File: src/hdl/lin_regs.svh
`ifndef LIN_REGS_SVH
`define LIN_REGS_SVH

// clock and bit rate
`define LIN_CLK_HZ        20000000
`define LIN_BIT_RATE      19200
`define LIN_OVS           16

// sampling window inside one bit, in sixteenths
`define LIN_SYNC_ACC      2
`define LIN_SAMPLE_FIRST  7
`define LIN_SAMPLE_LAST   9
`define LIN_BIT_LAST      15

// dominant pulse limits, in bit times
`define LIN_BREAK_BITS    11
`define LIN_HDR_MAX_BITS  48

// link error flag positions and reset value
`define LIN_ERR_BIT       0
`define LIN_ERR_HEADER    1
`define LIN_ERR_DATA      2
`define LIN_ERR_TIMEOUT   3
`define LIN_ERR_RESP      4
`define LIN_ERR_RESET     8'h00

// field values
`define LIN_SYNC_BYTE     8'h55
`define LIN_PID_DIAG_REQ  6'h3C
`define LIN_PID_DIAG_RSP  6'h3D
`define LIN_NAD_MIN       7'h01
`define LIN_NAD_MAX       7'h7D
`define LIN_NAD_BCAST     8'h7F

`endif

File: src/hdl/lin_pkg.sv
package lin_pkg;

  typedef enum logic [1:0] {FR_IDLE, FR_SYNC, FR_PID, FR_DATA} frame_state_t;

  typedef enum logic [1:0] {RX_IDLE, RX_START, RX_DATA, RX_STOP} rx_state_t;

endpackage

File: src/hdl/lin_byte_rx.sv
`timescale 1ns/10ps
`default_nettype none
`include "lin_regs.svh"

module lin_byte_rx (
  input  wire logic       clk,
  input  wire logic       rst,
  input  wire logic       tick,
  input  wire logic       rxd,
  output var  logic       byte_valid,
  output var  logic [7:0] byte_data,
  output var  logic       stop_ok
);

  lin_pkg::rx_state_t state_ff, nxt_state;
  logic [3:0] cnt_ff, nxt_cnt;
  logic [2:0] bitn_ff, nxt_bitn;
  logic [1:0] votes_ff, nxt_votes;
  logic       prev_ff, nxt_prev;
  logic [7:0] sh_ff, nxt_sh;
  logic       valid_ff, nxt_valid;
  logic       stop_ff, nxt_stop;
  logic       in_win;
  logic       maj;
  logic [1:0] total;

  // sample window and vote over three samples
  always_comb begin
    in_win = (cnt_ff >= 4'(`LIN_SAMPLE_FIRST)) && (cnt_ff <= 4'(`LIN_SAMPLE_LAST));
    total  = votes_ff + {1'b0, rxd};
    maj    = (total >= 2'd2);
  end

  // bit timing restarted at every start edge
  always_comb begin
    nxt_state = state_ff;
    nxt_cnt   = cnt_ff;
    nxt_bitn  = bitn_ff;
    nxt_votes = votes_ff;
    nxt_prev  = prev_ff;
    nxt_sh    = sh_ff;
    nxt_valid = 1'b0;
    nxt_stop  = stop_ff;
    if (tick) begin
      nxt_prev = rxd;
      if (state_ff == lin_pkg::RX_IDLE) begin
        if (prev_ff && !rxd) begin
          nxt_state = lin_pkg::RX_START;
          nxt_cnt   = 4'h1; // edge tick is the first sixteenth, keeps last sample at 9/16
          nxt_bitn  = 3'h0;
          nxt_votes = 2'h0;
        end
      end else begin
        nxt_cnt = cnt_ff + 4'h1;
        if (in_win && cnt_ff != 4'(`LIN_SAMPLE_LAST)) begin
          nxt_votes = total;
        end
        if (cnt_ff == 4'(`LIN_SAMPLE_LAST)) begin
          case (state_ff)
            lin_pkg::RX_START: begin
              if (maj) begin
                nxt_state = lin_pkg::RX_IDLE; // glitch, not a start bit
              end
            end
            lin_pkg::RX_DATA: begin
              nxt_sh = {maj, sh_ff[7:1]};
            end
            lin_pkg::RX_STOP: begin
              nxt_valid = 1'b1;
              nxt_stop  = maj;
              nxt_state = lin_pkg::RX_IDLE;
            end
            default: begin
              nxt_state = lin_pkg::RX_IDLE;
            end
          endcase
        end
        if (cnt_ff == 4'(`LIN_BIT_LAST)) begin
          nxt_votes = 2'h0;
          if (state_ff == lin_pkg::RX_START) begin
            nxt_state = lin_pkg::RX_DATA;
          end else if (state_ff == lin_pkg::RX_DATA) begin
            nxt_bitn = bitn_ff + 3'h1;
            if (bitn_ff == 3'h7) begin
              nxt_state = lin_pkg::RX_STOP;
            end
          end
        end
      end
    end
  end

  // registers
  always_ff @(posedge clk) begin
    if (rst) begin
      state_ff <= lin_pkg::RX_IDLE;
      cnt_ff   <= 4'h0;
      bitn_ff  <= 3'h0;
      votes_ff <= 2'h0;
      prev_ff  <= 1'b1;
      sh_ff    <= 8'h00;
      valid_ff <= 1'b0;
      stop_ff  <= 1'b0;
    end else begin
      state_ff <= nxt_state;
      cnt_ff   <= nxt_cnt;
      bitn_ff  <= nxt_bitn;
      votes_ff <= nxt_votes;
      prev_ff  <= nxt_prev;
      sh_ff    <= nxt_sh;
      valid_ff <= nxt_valid;
      stop_ff  <= nxt_stop;
    end
  end

  assign byte_valid = valid_ff;
  assign byte_data  = sh_ff;
  assign stop_ok    = stop_ff;

  // vote result one cycle late, for the window check
  logic maj_q;
  always_ff @(posedge clk) begin
    maj_q <= maj;
  end
endmodule // lin_byte_rx

`default_nettype wire

File: src/hdl/lin_node_address.sv
`timescale 1ns/10ps
`default_nettype none
`include "lin_regs.svh"

module lin_node_address (
  input  wire logic       clk,
  input  wire logic       rst,
  input  wire logic       latch_req,
  input  wire logic [3:0] otp_addr,
  input  wire logic       address_mode_select,
  input  wire logic [2:0] hardwired_address_pins,
  input  wire logic       top_pin_resolved,
  output var  logic [6:0] node_addr,
  output var  logic       addr_valid
);

  logic [6:0] addr_ff, nxt_addr;
  logic       valid_ff, nxt_valid;
  logic [3:0] otp_eff;

  // otp bit 0 inverted in both modes, then arranged by mode
  always_comb begin
    otp_eff   = {otp_addr[3:1], ~otp_addr[0]};
    nxt_addr  = addr_ff;
    nxt_valid = valid_ff;
    if (latch_req && !valid_ff && top_pin_resolved) begin
      nxt_valid = 1'b1;
      if (address_mode_select) begin
        nxt_addr = {hardwired_address_pins, otp_eff};
      end else begin
        nxt_addr = {otp_eff, hardwired_address_pins};
      end
    end
  end

  // held until the next reset
  always_ff @(posedge clk) begin
    if (rst) begin
      addr_ff  <= 7'h00;
      valid_ff <= 1'b0;
    end else begin
      addr_ff  <= nxt_addr;
      valid_ff <= nxt_valid;
    end
  end

  assign node_addr  = addr_ff;
  assign addr_valid = valid_ff;
endmodule // lin_node_address

`default_nettype wire

File: src/hdl/lin_slave_protocol_handler.sv
`timescale 1ns/10ps
`default_nettype none
`include "lin_regs.svh"

module lin_slave_protocol_handler #(
  parameter int OVS_DIV = `LIN_CLK_HZ / (`LIN_OVS * `LIN_BIT_RATE)
) (
  // clock and reset
  input  wire logic       REF_CLK,
  input  wire logic       RST,
  // bus receiver and transmitter
  input  wire logic       LIN_RXD,
  output var  logic       LIN_TXD,
  // address sources
  input  wire logic [3:0] OTP_ADDR,
  input  wire logic       ADDRESS_MODE_SELECT,
  input  wire logic [2:0] HARDWIRED_ADDRESS_PINS,
  input  wire logic       HARDWIRED_ADDRESS_TOP_PIN_RESOLVED,
  // response bytes
  input  wire logic       TX_REQ,
  input  wire logic [7:0] TX_DATA,
  output var  logic       TX_BUSY,
  // served read commands
  input  wire logic       READ_FULL_STATUS_CMD,
  input  wire logic       READ_POSITION_CMD,
  // status
  output var  logic [7:0] LINK_ERROR_FLAGS,
  output var  logic [6:0] NODE_ADDR,
  output var  logic       NODE_ADDR_VALID,
  // received frame
  output var  logic       HEADER_VALID,
  output var  logic [7:0] PID,
  output var  logic       RX_VALID,
  output var  logic [7:0] RX_DATA,
  output var  logic       NAD_HIT,
  output var  logic       FRAME_OK
);

  localparam int          DIV_W      = $clog2(OVS_DIV + 1);
  localparam logic [9:0]  BREAK_TICK = 10'(`LIN_BREAK_BITS * `LIN_OVS);
  localparam logic [9:0]  HDR_TICK   = 10'(`LIN_HDR_MAX_BITS * `LIN_OVS);
  localparam logic [3:0]  TX_SAMPLE  = 4'(`LIN_SAMPLE_FIRST + 1);

  // inverted-later sum with end-around carry
  function automatic logic [7:0] add_carry(input logic [7:0] a, input logic [7:0] b);
    logic [8:0] s;
    s = {1'b0, a} + {1'b0, b};
    return s[7:0] + {7'h00, s[8]};
  endfunction

  // oversampling divider
  logic [DIV_W-1:0] div_ff, nxt_div;
  logic             tick_ff, nxt_tick;

  always_comb begin
    nxt_tick = 1'b0;
    nxt_div  = div_ff + DIV_W'(1);
    if (div_ff == DIV_W'(OVS_DIV - 1)) begin
      nxt_div  = '0;
      nxt_tick = 1'b1;
    end
  end

  always_ff @(posedge REF_CLK) begin
    if (RST) begin
      div_ff  <= '0;
      tick_ff <= 1'b0;
    end else begin
      div_ff  <= nxt_div;
      tick_ff <= nxt_tick;
    end
  end

  // byte receiver and address latch
  logic       rx_valid;
  logic [7:0] rx_byte;
  logic       rx_stop_ok;
  logic [6:0] node_addr;
  logic       addr_valid;
  logic       latch_req;

  lin_byte_rx u_rx (
    .clk        (REF_CLK),
    .rst        (RST),
    .tick       (tick_ff),
    .rxd        (LIN_RXD),
    .byte_valid (rx_valid),
    .byte_data  (rx_byte),
    .stop_ok    (rx_stop_ok)
  );

  lin_node_address u_addr (
    .clk                    (REF_CLK),
    .rst                    (RST),
    .latch_req              (latch_req),
    .otp_addr               (OTP_ADDR),
    .address_mode_select    (ADDRESS_MODE_SELECT),
    .hardwired_address_pins (HARDWIRED_ADDRESS_PINS),
    .top_pin_resolved       (HARDWIRED_ADDRESS_TOP_PIN_RESOLVED),
    .node_addr              (node_addr),
    .addr_valid             (addr_valid)
  );

  // frame state
  lin_pkg::frame_state_t fr_ff, nxt_fr;
  logic [9:0] dom_ff, nxt_dom;
  logic [7:0] pid_ff, nxt_pid;
  logic [3:0] len_ff, nxt_len;
  logic [3:0] idx_ff, nxt_idx;
  logic [7:0] sum_ff, nxt_sum;
  logic       diag_ff, nxt_diag;
  logic       hv_ff, nxt_hv;
  logic       rxv_ff, nxt_rxv;
  logic [7:0] rxd_ff, nxt_rxd;
  logic       hit_ff, nxt_hit;
  logic       ok_ff, nxt_ok;
  logic       break_ev, hdr_ev, data_ev, to_ev;
  logic       par_ok, id_diag;
  logic [5:0] id;

  // identifier parity and frame class
  always_comb begin
    id      = rx_byte[5:0];
    par_ok  = (rx_byte[6] == ^{id[0], id[1], id[2], id[4]})
           && (rx_byte[7] == ~^{id[1], id[3], id[4], id[5]});
    id_diag = (id == `LIN_PID_DIAG_REQ) || (id == `LIN_PID_DIAG_RSP);
    break_ev = tick_ff && LIN_RXD && (dom_ff >= BREAK_TICK);
    to_ev    = tick_ff && !LIN_RXD && (dom_ff == HDR_TICK);
    latch_req = (fr_ff == lin_pkg::FR_SYNC) && rx_valid && rx_stop_ok
             && (rx_byte == `LIN_SYNC_BYTE);
  end

  // header and data field tracking
  always_comb begin
    nxt_fr   = fr_ff;
    nxt_dom  = dom_ff;
    nxt_pid  = pid_ff;
    nxt_len  = len_ff;
    nxt_idx  = idx_ff;
    nxt_sum  = sum_ff;
    nxt_diag = diag_ff;
    nxt_hv   = 1'b0;
    nxt_rxv  = 1'b0;
    nxt_rxd  = rxd_ff;
    nxt_hit  = hit_ff;
    nxt_ok   = 1'b0;
    hdr_ev   = 1'b0;
    data_ev  = 1'b0;
    if (tick_ff) begin
      if (LIN_RXD) begin
        nxt_dom = 10'h000;
      end else if (dom_ff != 10'h3FF) begin
        nxt_dom = dom_ff + 10'h001;
      end
    end
    if (break_ev) begin
      data_ev = (fr_ff == lin_pkg::FR_DATA); // frame cut short
      nxt_fr  = lin_pkg::FR_SYNC;
    end else if (rx_valid) begin
      case (fr_ff)
        lin_pkg::FR_SYNC: begin
          nxt_fr = lin_pkg::FR_IDLE;
          if (!rx_stop_ok) begin
            hdr_ev = addr_valid;
          end else if (latch_req && addr_valid) begin
            nxt_fr = lin_pkg::FR_PID;
          end
        end
        lin_pkg::FR_PID: begin
          nxt_fr = lin_pkg::FR_IDLE;
          if (!rx_stop_ok || !par_ok) begin
            hdr_ev = 1'b1;
          end else begin
            nxt_fr   = lin_pkg::FR_DATA;
            nxt_pid  = rx_byte;
            nxt_hv   = 1'b1;
            nxt_diag = id_diag;
            nxt_idx  = 4'h0;
            nxt_hit  = 1'b0;
            nxt_sum  = id_diag ? 8'h00 : rx_byte;
            case (id[5:4])
              2'b10:   nxt_len = 4'd4;
              2'b11:   nxt_len = 4'd8;
              default: nxt_len = 4'd2;
            endcase
            if (id_diag) begin
              nxt_len = 4'd8;
            end
          end
        end
        lin_pkg::FR_DATA: begin
          if (!rx_stop_ok) begin
            data_ev = 1'b1;
            nxt_fr  = lin_pkg::FR_IDLE;
          end else if (idx_ff == len_ff) begin
            nxt_fr = lin_pkg::FR_IDLE;
            if (~sum_ff != rx_byte) begin
              data_ev = 1'b1;
            end else begin
              nxt_ok = 1'b1;
            end
          end else begin
            nxt_sum = add_carry(sum_ff, rx_byte);
            nxt_idx = idx_ff + 4'h1;
            nxt_rxv = 1'b1;
            nxt_rxd = rx_byte;
            if (diag_ff && idx_ff == 4'h0) begin
              nxt_hit = (rx_byte == `LIN_NAD_BCAST)
                     || (rx_byte == {1'b0, node_addr}
                         && node_addr >= `LIN_NAD_MIN && node_addr <= `LIN_NAD_MAX);
            end
          end
        end
        default: begin
          nxt_fr = lin_pkg::FR_IDLE;
        end
      endcase
    end
  end

  always_ff @(posedge REF_CLK) begin
    if (RST) begin
      fr_ff   <= lin_pkg::FR_IDLE;
      dom_ff  <= 10'h000;
      pid_ff  <= 8'h00;
      len_ff  <= 4'h0;
      idx_ff  <= 4'h0;
      sum_ff  <= 8'h00;
      diag_ff <= 1'b0;
      hv_ff   <= 1'b0;
      rxv_ff  <= 1'b0;
      rxd_ff  <= 8'h00;
      hit_ff  <= 1'b0;
      ok_ff   <= 1'b0;
    end else begin
      fr_ff   <= nxt_fr;
      dom_ff  <= nxt_dom;
      pid_ff  <= nxt_pid;
      len_ff  <= nxt_len;
      idx_ff  <= nxt_idx;
      sum_ff  <= nxt_sum;
      diag_ff <= nxt_diag;
      hv_ff   <= nxt_hv;
      rxv_ff  <= nxt_rxv;
      rxd_ff  <= nxt_rxd;
      hit_ff  <= nxt_hit;
      ok_ff   <= nxt_ok;
    end
  end

  // response transmitter with read-back check
  logic [9:0] tx_sh_ff, nxt_tx_sh;
  logic [3:0] tx_cnt_ff, nxt_tx_cnt;
  logic [3:0] tx_bits_ff, nxt_tx_bits;
  logic       tx_busy_ff, nxt_tx_busy;
  logic       txd_ff, nxt_txd;
  logic       bit_ev;

  always_comb begin
    nxt_tx_sh   = tx_sh_ff;
    nxt_tx_cnt  = tx_cnt_ff;
    nxt_tx_bits = tx_bits_ff;
    nxt_tx_busy = tx_busy_ff;
    bit_ev      = 1'b0;
    if (!tx_busy_ff) begin
      if (TX_REQ && addr_valid) begin
        nxt_tx_sh   = {1'b1, TX_DATA, 1'b0};
        nxt_tx_cnt  = 4'h0;
        nxt_tx_bits = 4'h0;
        nxt_tx_busy = 1'b1;
      end
    end else if (tick_ff) begin
      nxt_tx_cnt = tx_cnt_ff + 4'h1;
      if (tx_cnt_ff == TX_SAMPLE && LIN_RXD != tx_sh_ff[0]) begin
        bit_ev = 1'b1;
      end
      if (tx_cnt_ff == 4'(`LIN_BIT_LAST)) begin
        nxt_tx_sh   = {1'b1, tx_sh_ff[9:1]};
        nxt_tx_bits = tx_bits_ff + 4'h1;
        nxt_tx_busy = (tx_bits_ff != 4'd9);
      end
    end
    nxt_txd = nxt_tx_busy ? nxt_tx_sh[0] : 1'b1;
  end

  always_ff @(posedge REF_CLK) begin
    if (RST) begin
      tx_sh_ff   <= 10'h3FF;
      tx_cnt_ff  <= 4'h0;
      tx_bits_ff <= 4'h0;
      tx_busy_ff <= 1'b0;
      txd_ff     <= 1'b1;
    end else begin
      tx_sh_ff   <= nxt_tx_sh;
      tx_cnt_ff  <= nxt_tx_cnt;
      tx_bits_ff <= nxt_tx_bits;
      tx_busy_ff <= nxt_tx_busy;
      txd_ff     <= nxt_txd;
    end
  end

  // sticky error flags, a new event beats a same-cycle clear
  logic [4:0] flags_ff, nxt_flags;
  logic       clr_resp, clr_hdr;

  always_comb begin
    clr_resp  = READ_FULL_STATUS_CMD || READ_POSITION_CMD;
    clr_hdr   = READ_FULL_STATUS_CMD;
    nxt_flags = flags_ff;
    if (clr_resp) begin
      nxt_flags[`LIN_ERR_BIT]  = 1'b0;
      nxt_flags[`LIN_ERR_DATA] = 1'b0;
      nxt_flags[`LIN_ERR_RESP] = 1'b0;
    end
    if (clr_hdr) begin
      nxt_flags[`LIN_ERR_HEADER]  = 1'b0;
      nxt_flags[`LIN_ERR_TIMEOUT] = 1'b0;
    end
    nxt_flags[`LIN_ERR_BIT]     = nxt_flags[`LIN_ERR_BIT] | bit_ev;
    nxt_flags[`LIN_ERR_HEADER]  = nxt_flags[`LIN_ERR_HEADER] | hdr_ev;
    nxt_flags[`LIN_ERR_DATA]    = nxt_flags[`LIN_ERR_DATA] | data_ev;
    nxt_flags[`LIN_ERR_TIMEOUT] = nxt_flags[`LIN_ERR_TIMEOUT] | to_ev;
    nxt_flags[`LIN_ERR_RESP]    = nxt_flags[`LIN_ERR_RESP] | data_ev | bit_ev;
  end

  always_ff @(posedge REF_CLK) begin
    if (RST) begin
      flags_ff <= 5'(`LIN_ERR_RESET);
    end else begin
      flags_ff <= nxt_flags;
    end
  end

  // outputs straight from flops
  assign LIN_TXD          = txd_ff;
  assign TX_BUSY          = tx_busy_ff;
  assign LINK_ERROR_FLAGS = {3'b000, flags_ff};
  assign NODE_ADDR        = node_addr;
  assign NODE_ADDR_VALID  = addr_valid;
  assign HEADER_VALID     = hv_ff;
  assign PID              = pid_ff;
  assign RX_VALID         = rxv_ff;
  assign RX_DATA          = rxd_ff;
  assign NAD_HIT          = hit_ff;
  assign FRAME_OK         = ok_ff;
endmodule // lin_slave_protocol_handler

`default_nettype wire

File: config.mk
export PLATFORM = sky130hd
export DESIGN_NAME = lin_slave_protocol_handler
export DESIGN_NICKNAME = d
export VERILOG_FILES = /design/src/hdl/lin_pkg.sv /design/src/hdl/lin_byte_rx.sv /design/src/hdl/lin_node_address.sv /design/src/hdl/lin_slave_protocol_handler.sv
export VERILOG_INCLUDE_DIRS = /design/src /design/src/hdl
export SDC_FILE = /design/constraint.sdc
export NUM_CORES = 1
export LEC_CHECK = 0
export ABC_AREA = 1
export BUFFER_PORTS_ARGS = -buffer_cell sky130_fd_sc_hd__buf_2
export CORE_ASPECT_RATIO = 1.2
export CORE_MARGIN = 1.5
export CORE_UTILIZATION = 59
export DETAILED_ROUTE_END_ITERATION = 10
export PLACE_DENSITY_LB_ADDON = 0.15
export SLEW_MARGIN = 15
export SYNTH_ARGS = -nofsm -noshare
export SYNTH_HDL_FRONTEND = slang
export SYNTH_SLANG_ARGS = --single-unit
File: constraint.sdc
create_clock -name REF_CLK -period 2.8 [get_ports REF_CLK]
set_clock_uncertainty 0.15 [all_clocks]
set_input_delay 0.28 -clock REF_CLK [delete_from_list [all_inputs] [get_ports REF_CLK]]
set_output_delay 0.28 -clock REF_CLK [all_outputs]
set_load 0.01 [all_outputs]
==> run_summary.xml <==
<?xml version="1.0" encoding="UTF-8"?>
<metrics>
  <group name="run_status">
    <metric name="status" unit="">complete, no violations</metric>
  </group>
  <group name="synthesis">
    <metric name="synth_top_cells_by_count" unit="">151 x sky130_fd_sc_hd__nand2_1, 111 x sky130_fd_sc_hd__dfxtp_1, 93 x sky130_fd_sc_hd__inv_1, 88 x sky130_fd_sc_hd__nor2_1, 84 x sky130_fd_sc_hd__a21oi_1</metric>
    <metric name="ffs_w_async_s_r_synth" unit="">0</metric>
    <metric name="yosys_most_used_dff" unit="">sky130_fd_sc_hd__dfxtp_1</metric>
    <metric name="most_frequent_cell_after_synthesis" unit="">sky130_fd_sc_hd__nand2_1</metric>
    <metric name="netlist_cell_types" unit="">47</metric>
    <metric name="synth-warning-count" unit="">0</metric>
    <metric name="synth_edf_count" unit="">0</metric>
    <metric name="synth.top_cells.by_area" unit="">sky130_fd_sc_hd__dfxtp_1 37%, sky130_fd_sc_hd__nand2_1 9.5%, sky130_fd_sc_hd__ha_1 8.4%</metric>
    <metric name="post_synth_instance_area" unit="um^2">5990</metric>
    <metric name="yosys_register_bits" unit="">111</metric>
    <metric name="ys_seq_area_frac" unit="">0.371</metric>
    <metric name="post-synth-top-area-fraction" unit="">0.371</metric>
    <metric name="syn_inst" unit="">825</metric>
    <metric name="syn_avg_cell_area" unit="um^2">7.26</metric>
    <metric name="synth_area_leader" unit="">sky130_fd_sc_hd__dfxtp_1</metric>
  </group>
  <group name="grt">
    <metric name="antenna_found_initial" unit="">0</metric>
    <metric name="grtUsageTotal" unit="">0.284</metric>
    <metric name="grt_pass1_vias" unit="">5477</metric>
    <metric name="grt-ovfl-total" unit="">0</metric>
    <metric name="maximum_number_of_pins_on_one_net_before_global_route_repair" unit="">41</metric>
    <metric name="grt_first_pass_wirelength" unit="um">24300</metric>
  </group>
  <group name="floorplanning">
    <metric name="ios" unit="">61</metric>
    <metric name="design.core.area" unit="um^2">9960</metric>
    <metric name="die_y" unit="um">113</metric>
    <metric name="fp.dieArea" unit="um^2">10800</metric>
    <metric name="std_cell_rows" unit="">40</metric>
    <metric name="initial_utilization" unit="">0.601</metric>
    <metric name="die_width" unit="um">95.0</metric>
  </group>
  <group name="worst_setup_path">
    <metric name="arrival" unit="ns">2.69</metric>
    <metric name="kind_of_start_point_of_the_critical_path" unit="">register</metric>
    <metric name="critical_path.endpoint_type" unit="">register</metric>
    <metric name="worstSetupStartpoint" unit="">u_rx.byte_data[0]</metric>
    <metric name="worstReg2RegStart" unit="">u_rx.byte_data[0]</metric>
    <metric name="worst-setup-path-type" unit="">register to register</metric>
    <metric name="critical_path.max_fanout" unit="">6</metric>
    <metric name="max_stage_delay" unit="ns">0.37</metric>
    <metric name="crit_path_frequent_cell" unit="">sky130_fd_sc_hd__nand2_1</metric>
    <metric name="critical_path.slowest_cell" unit="">sky130_fd_sc_hd__fa_2</metric>
    <metric name="cp_cell_sequence" unit="">ha_2, fa_2, nand3_2, nand2_1, a21oi_1, nand2_1, ha_1, nand2_1, nor2_1, nand2_1, nor2_1, nand2_1, nand3_1, nand3_1, nand3_1, nand2_1, inv_1</metric>
    <metric name="timing.critical_path.required" unit="ns">2.90</metric>
  </group>
  <group name="pwr">
    <metric name="cellLeakagePower" unit="nW">3.00</metric>
    <metric name="p_total" unit="mW">3.04</metric>
    <metric name="power-per-cell-area" unit="nW/um^2">447</metric>
    <metric name="vdd_drop_max" unit="mV">0.338</metric>
  </group>
  <group name="sta">
    <metric name="report.final.setup_viol" unit="">0</metric>
    <metric name="hold_viol_final" unit="">0</metric>
    <metric name="post-route-min-period" unit="ns">2.59</metric>
    <metric name="maxClockFrequency" unit="MHz">386</metric>
    <metric name="rsz0062_at_grt" unit="">false</metric>
    <metric name="slew_violations" unit="">0</metric>
    <metric name="fin_crit_sh" unit="">0.924</metric>
    <metric name="timing.final.ws_setup" unit="ns">0.212</metric>
    <metric name="fin_setup_tns" unit="ns">0</metric>
  </group>
  <group name="routing">
    <metric name="detailroute.via_count" unit="">5722</metric>
    <metric name="wl" unit="um">14700</metric>
    <metric name="drc" unit="">0</metric>
    <metric name="drt-vias-per-instance" unit="">5.61</metric>
    <metric name="drt_pre_antenna_iters" unit="">5</metric>
    <metric name="drt_first_iter_violations" unit="">271</metric>
    <metric name="route.antenna.remaining_nets" unit="">0</metric>
    <metric name="routedWlPerCell" unit="um">14.4</metric>
  </group>
  <group name="place">
    <metric name="io_buffer_count" unit="">57</metric>
    <metric name="gp_congestion" unit="">0.894</metric>
    <metric name="hpwlAfterDp" unit="um">10900</metric>
    <metric name="place_ws" unit="ns">0.0639</metric>
  </group>
  <group name="finish">
    <metric name="syn2layout_area_growth" unit="%">13.4</metric>
    <metric name="nets" unit="">953</metric>
    <metric name="multiInputGateArea" unit="um^2">3300</metric>
    <metric name="post_route_cells_drive_above_1_share" unit="">0.133</metric>
    <metric name="diodes" unit="">0</metric>
    <metric name="n_fill_cell" unit="">860</metric>
    <metric name="layout.area.seq" unit="um^2">2220</metric>
  </group>
  <group name="clock_tree">
    <metric name="hold_buffers" unit="">0</metric>
    <metric name="cts_buffers" unit="">9</metric>
    <metric name="clkSinkCount" unit="">111</metric>
    <metric name="cts_max_level" unit="">3</metric>
    <metric name="clock_tree.root_cell" unit="">sky130_fd_sc_hd__clkbuf_16</metric>
    <metric name="clock_tree_buffer_depth" unit="">2</metric>
    <metric name="insertion_delay" unit="ns">0.35</metric>
    <metric name="worst_setup_hold_path_clk_slew" unit="ns">0.07</metric>
    <metric name="tritoncts" unit="">built</metric>
  </group>
  <group name="min_path">
    <metric name="worstHoldStart" unit="">TX_DATA[1]</metric>
    <metric name="holdCritPathClass" unit="">input port to register</metric>
  </group>
  <group name="job">
    <metric name="cap_violations" unit="">0</metric>
  </group>
</metrics>
## sequential cells by signal, summed over array words and instances, names as in the netlist, 5 cells and up
name / flops
u_rx.byte_data: 8
flags_ff: 5
div_ff: 7
tx_sh_ff: 10
PID: 8
dom_ff: 10
RX_DATA: 8
u_addr.node_addr: 7
sum_ff: 8
## timing repair
| action | CTS | global route |
|---|---|---|
| endpoints found under the setup margin | 0 | 6 |
| resized for setup | 0 | 5 |
| setup buffers | 0 | 2 |
## cells in the final DEF (no fill, tap or decap), drive strengths merged
cell      instances
fa                1
a211oi           10
o21ai            54
a21o              1
nor2             91
nand2           157
nand3b            4
nand4            13
nor3b             3
mux2i             5
dfxtp           111
ha               40
conb              3
xnor2            11
bufinv            2
and3              1
a21oi            88
a31oi             4
o211ai            8
clkinv            2
nor4              4
nand3            63
a221oi            1
o2111ai           2
a31o              1
inv              98
clkinvlp          1
o31ai             2
o21bai            1
a22oi             1
nor3             20
a311oi            1
clkbuf           10
buf              73
o22ai             2
xor2              5
## per-layer routing
metal	vias to the layer above	part of all wire	GRT usage
li1	2877	-	-
met1	2615	0.41	0.335
met2	186	0.50	0.492
met3	44	0.047	0.0511
met4	0	0.035	0.133
met5	-	0	0
## kinds of logic (layout without fill, tap and decap cells)
| family | Yosys count | in the layout | synth area share |
|---|---|---|---|
| simple gates | 356 | 356 | 0.261 |
| compound gates | 176 | 176 | 0.167 |
| flops | 111 | 111 | 0.371 |
| fa+ha+maj | 41 | 41 | 0.0869 |
| mux | 5 | 5 | 0.00836 |
| xor+xnor | 16 | 16 | 0.0234 |
| buf+inv | 119 | 186 | 0.0813 |
| other cells | 1 | 3 | 0.000626 |
## worst max-delay path, delay by kind of cell, from the launching register on
| family | cells | cell delay [ns] |
|---|---|---|
| flip-flops | 1 | 0.36 |
| adder cells (fa/ha/maj) | 3 | 0.80 |
| buffers and inverters | 1 | 0.03 |
| AO/OA/AOI/OAI | 1 | 0.15 |
| AND/OR/NAND/NOR | 12 | 1.00 |
## cell type report
| class | count | share of cell area |
|---|---|---|
| clock inverter | 6 | 0.0138 |
| tap | 126 | 0.0232 |
| multi-input combinational | 597 | 0.486 |
| sequential | 111 | 0.328 |
| clock buffer | 10 | 0.0337 |
| timing repair buffer | 73 | 0.0616 |
| inverter | 97 | 0.0540 |
## power by group
part	switching, mW	internal, mW
clock network	0.584	0.791
registers	0.00425	1.58
logic	0.0503	0.0268
total	0.638	2.40
## through the flow
stage | hold WS, ns | instance area (um^2) | std cells | util
after detailed placement | 0.290 | 6420 | 1002 | 0.645
final | 0.00781 | 6790 | 1020 | 0.682
after CTS | 0.00349 | 6750 | 1018 | 0.677
after global routing | 0.0140 | 6790 | 1020 | 0.682
after floorplan | 0.265 | 5990 | 827 | -
after global placement | 0.277 | 6420 | 1002 | 0.645
## worst paths after layout
check,depth (start not counted),to,slack (ns)
worst max register to register,17,sum_ff[6],0.21
worst max-delay path,17,sum_ff[6],0.21
worst min register to register,2,tx_sh_ff[9],0.30
worst min-delay path,3,tx_sh_ff[2],0.008
Power figures use the tool's default switching activity.
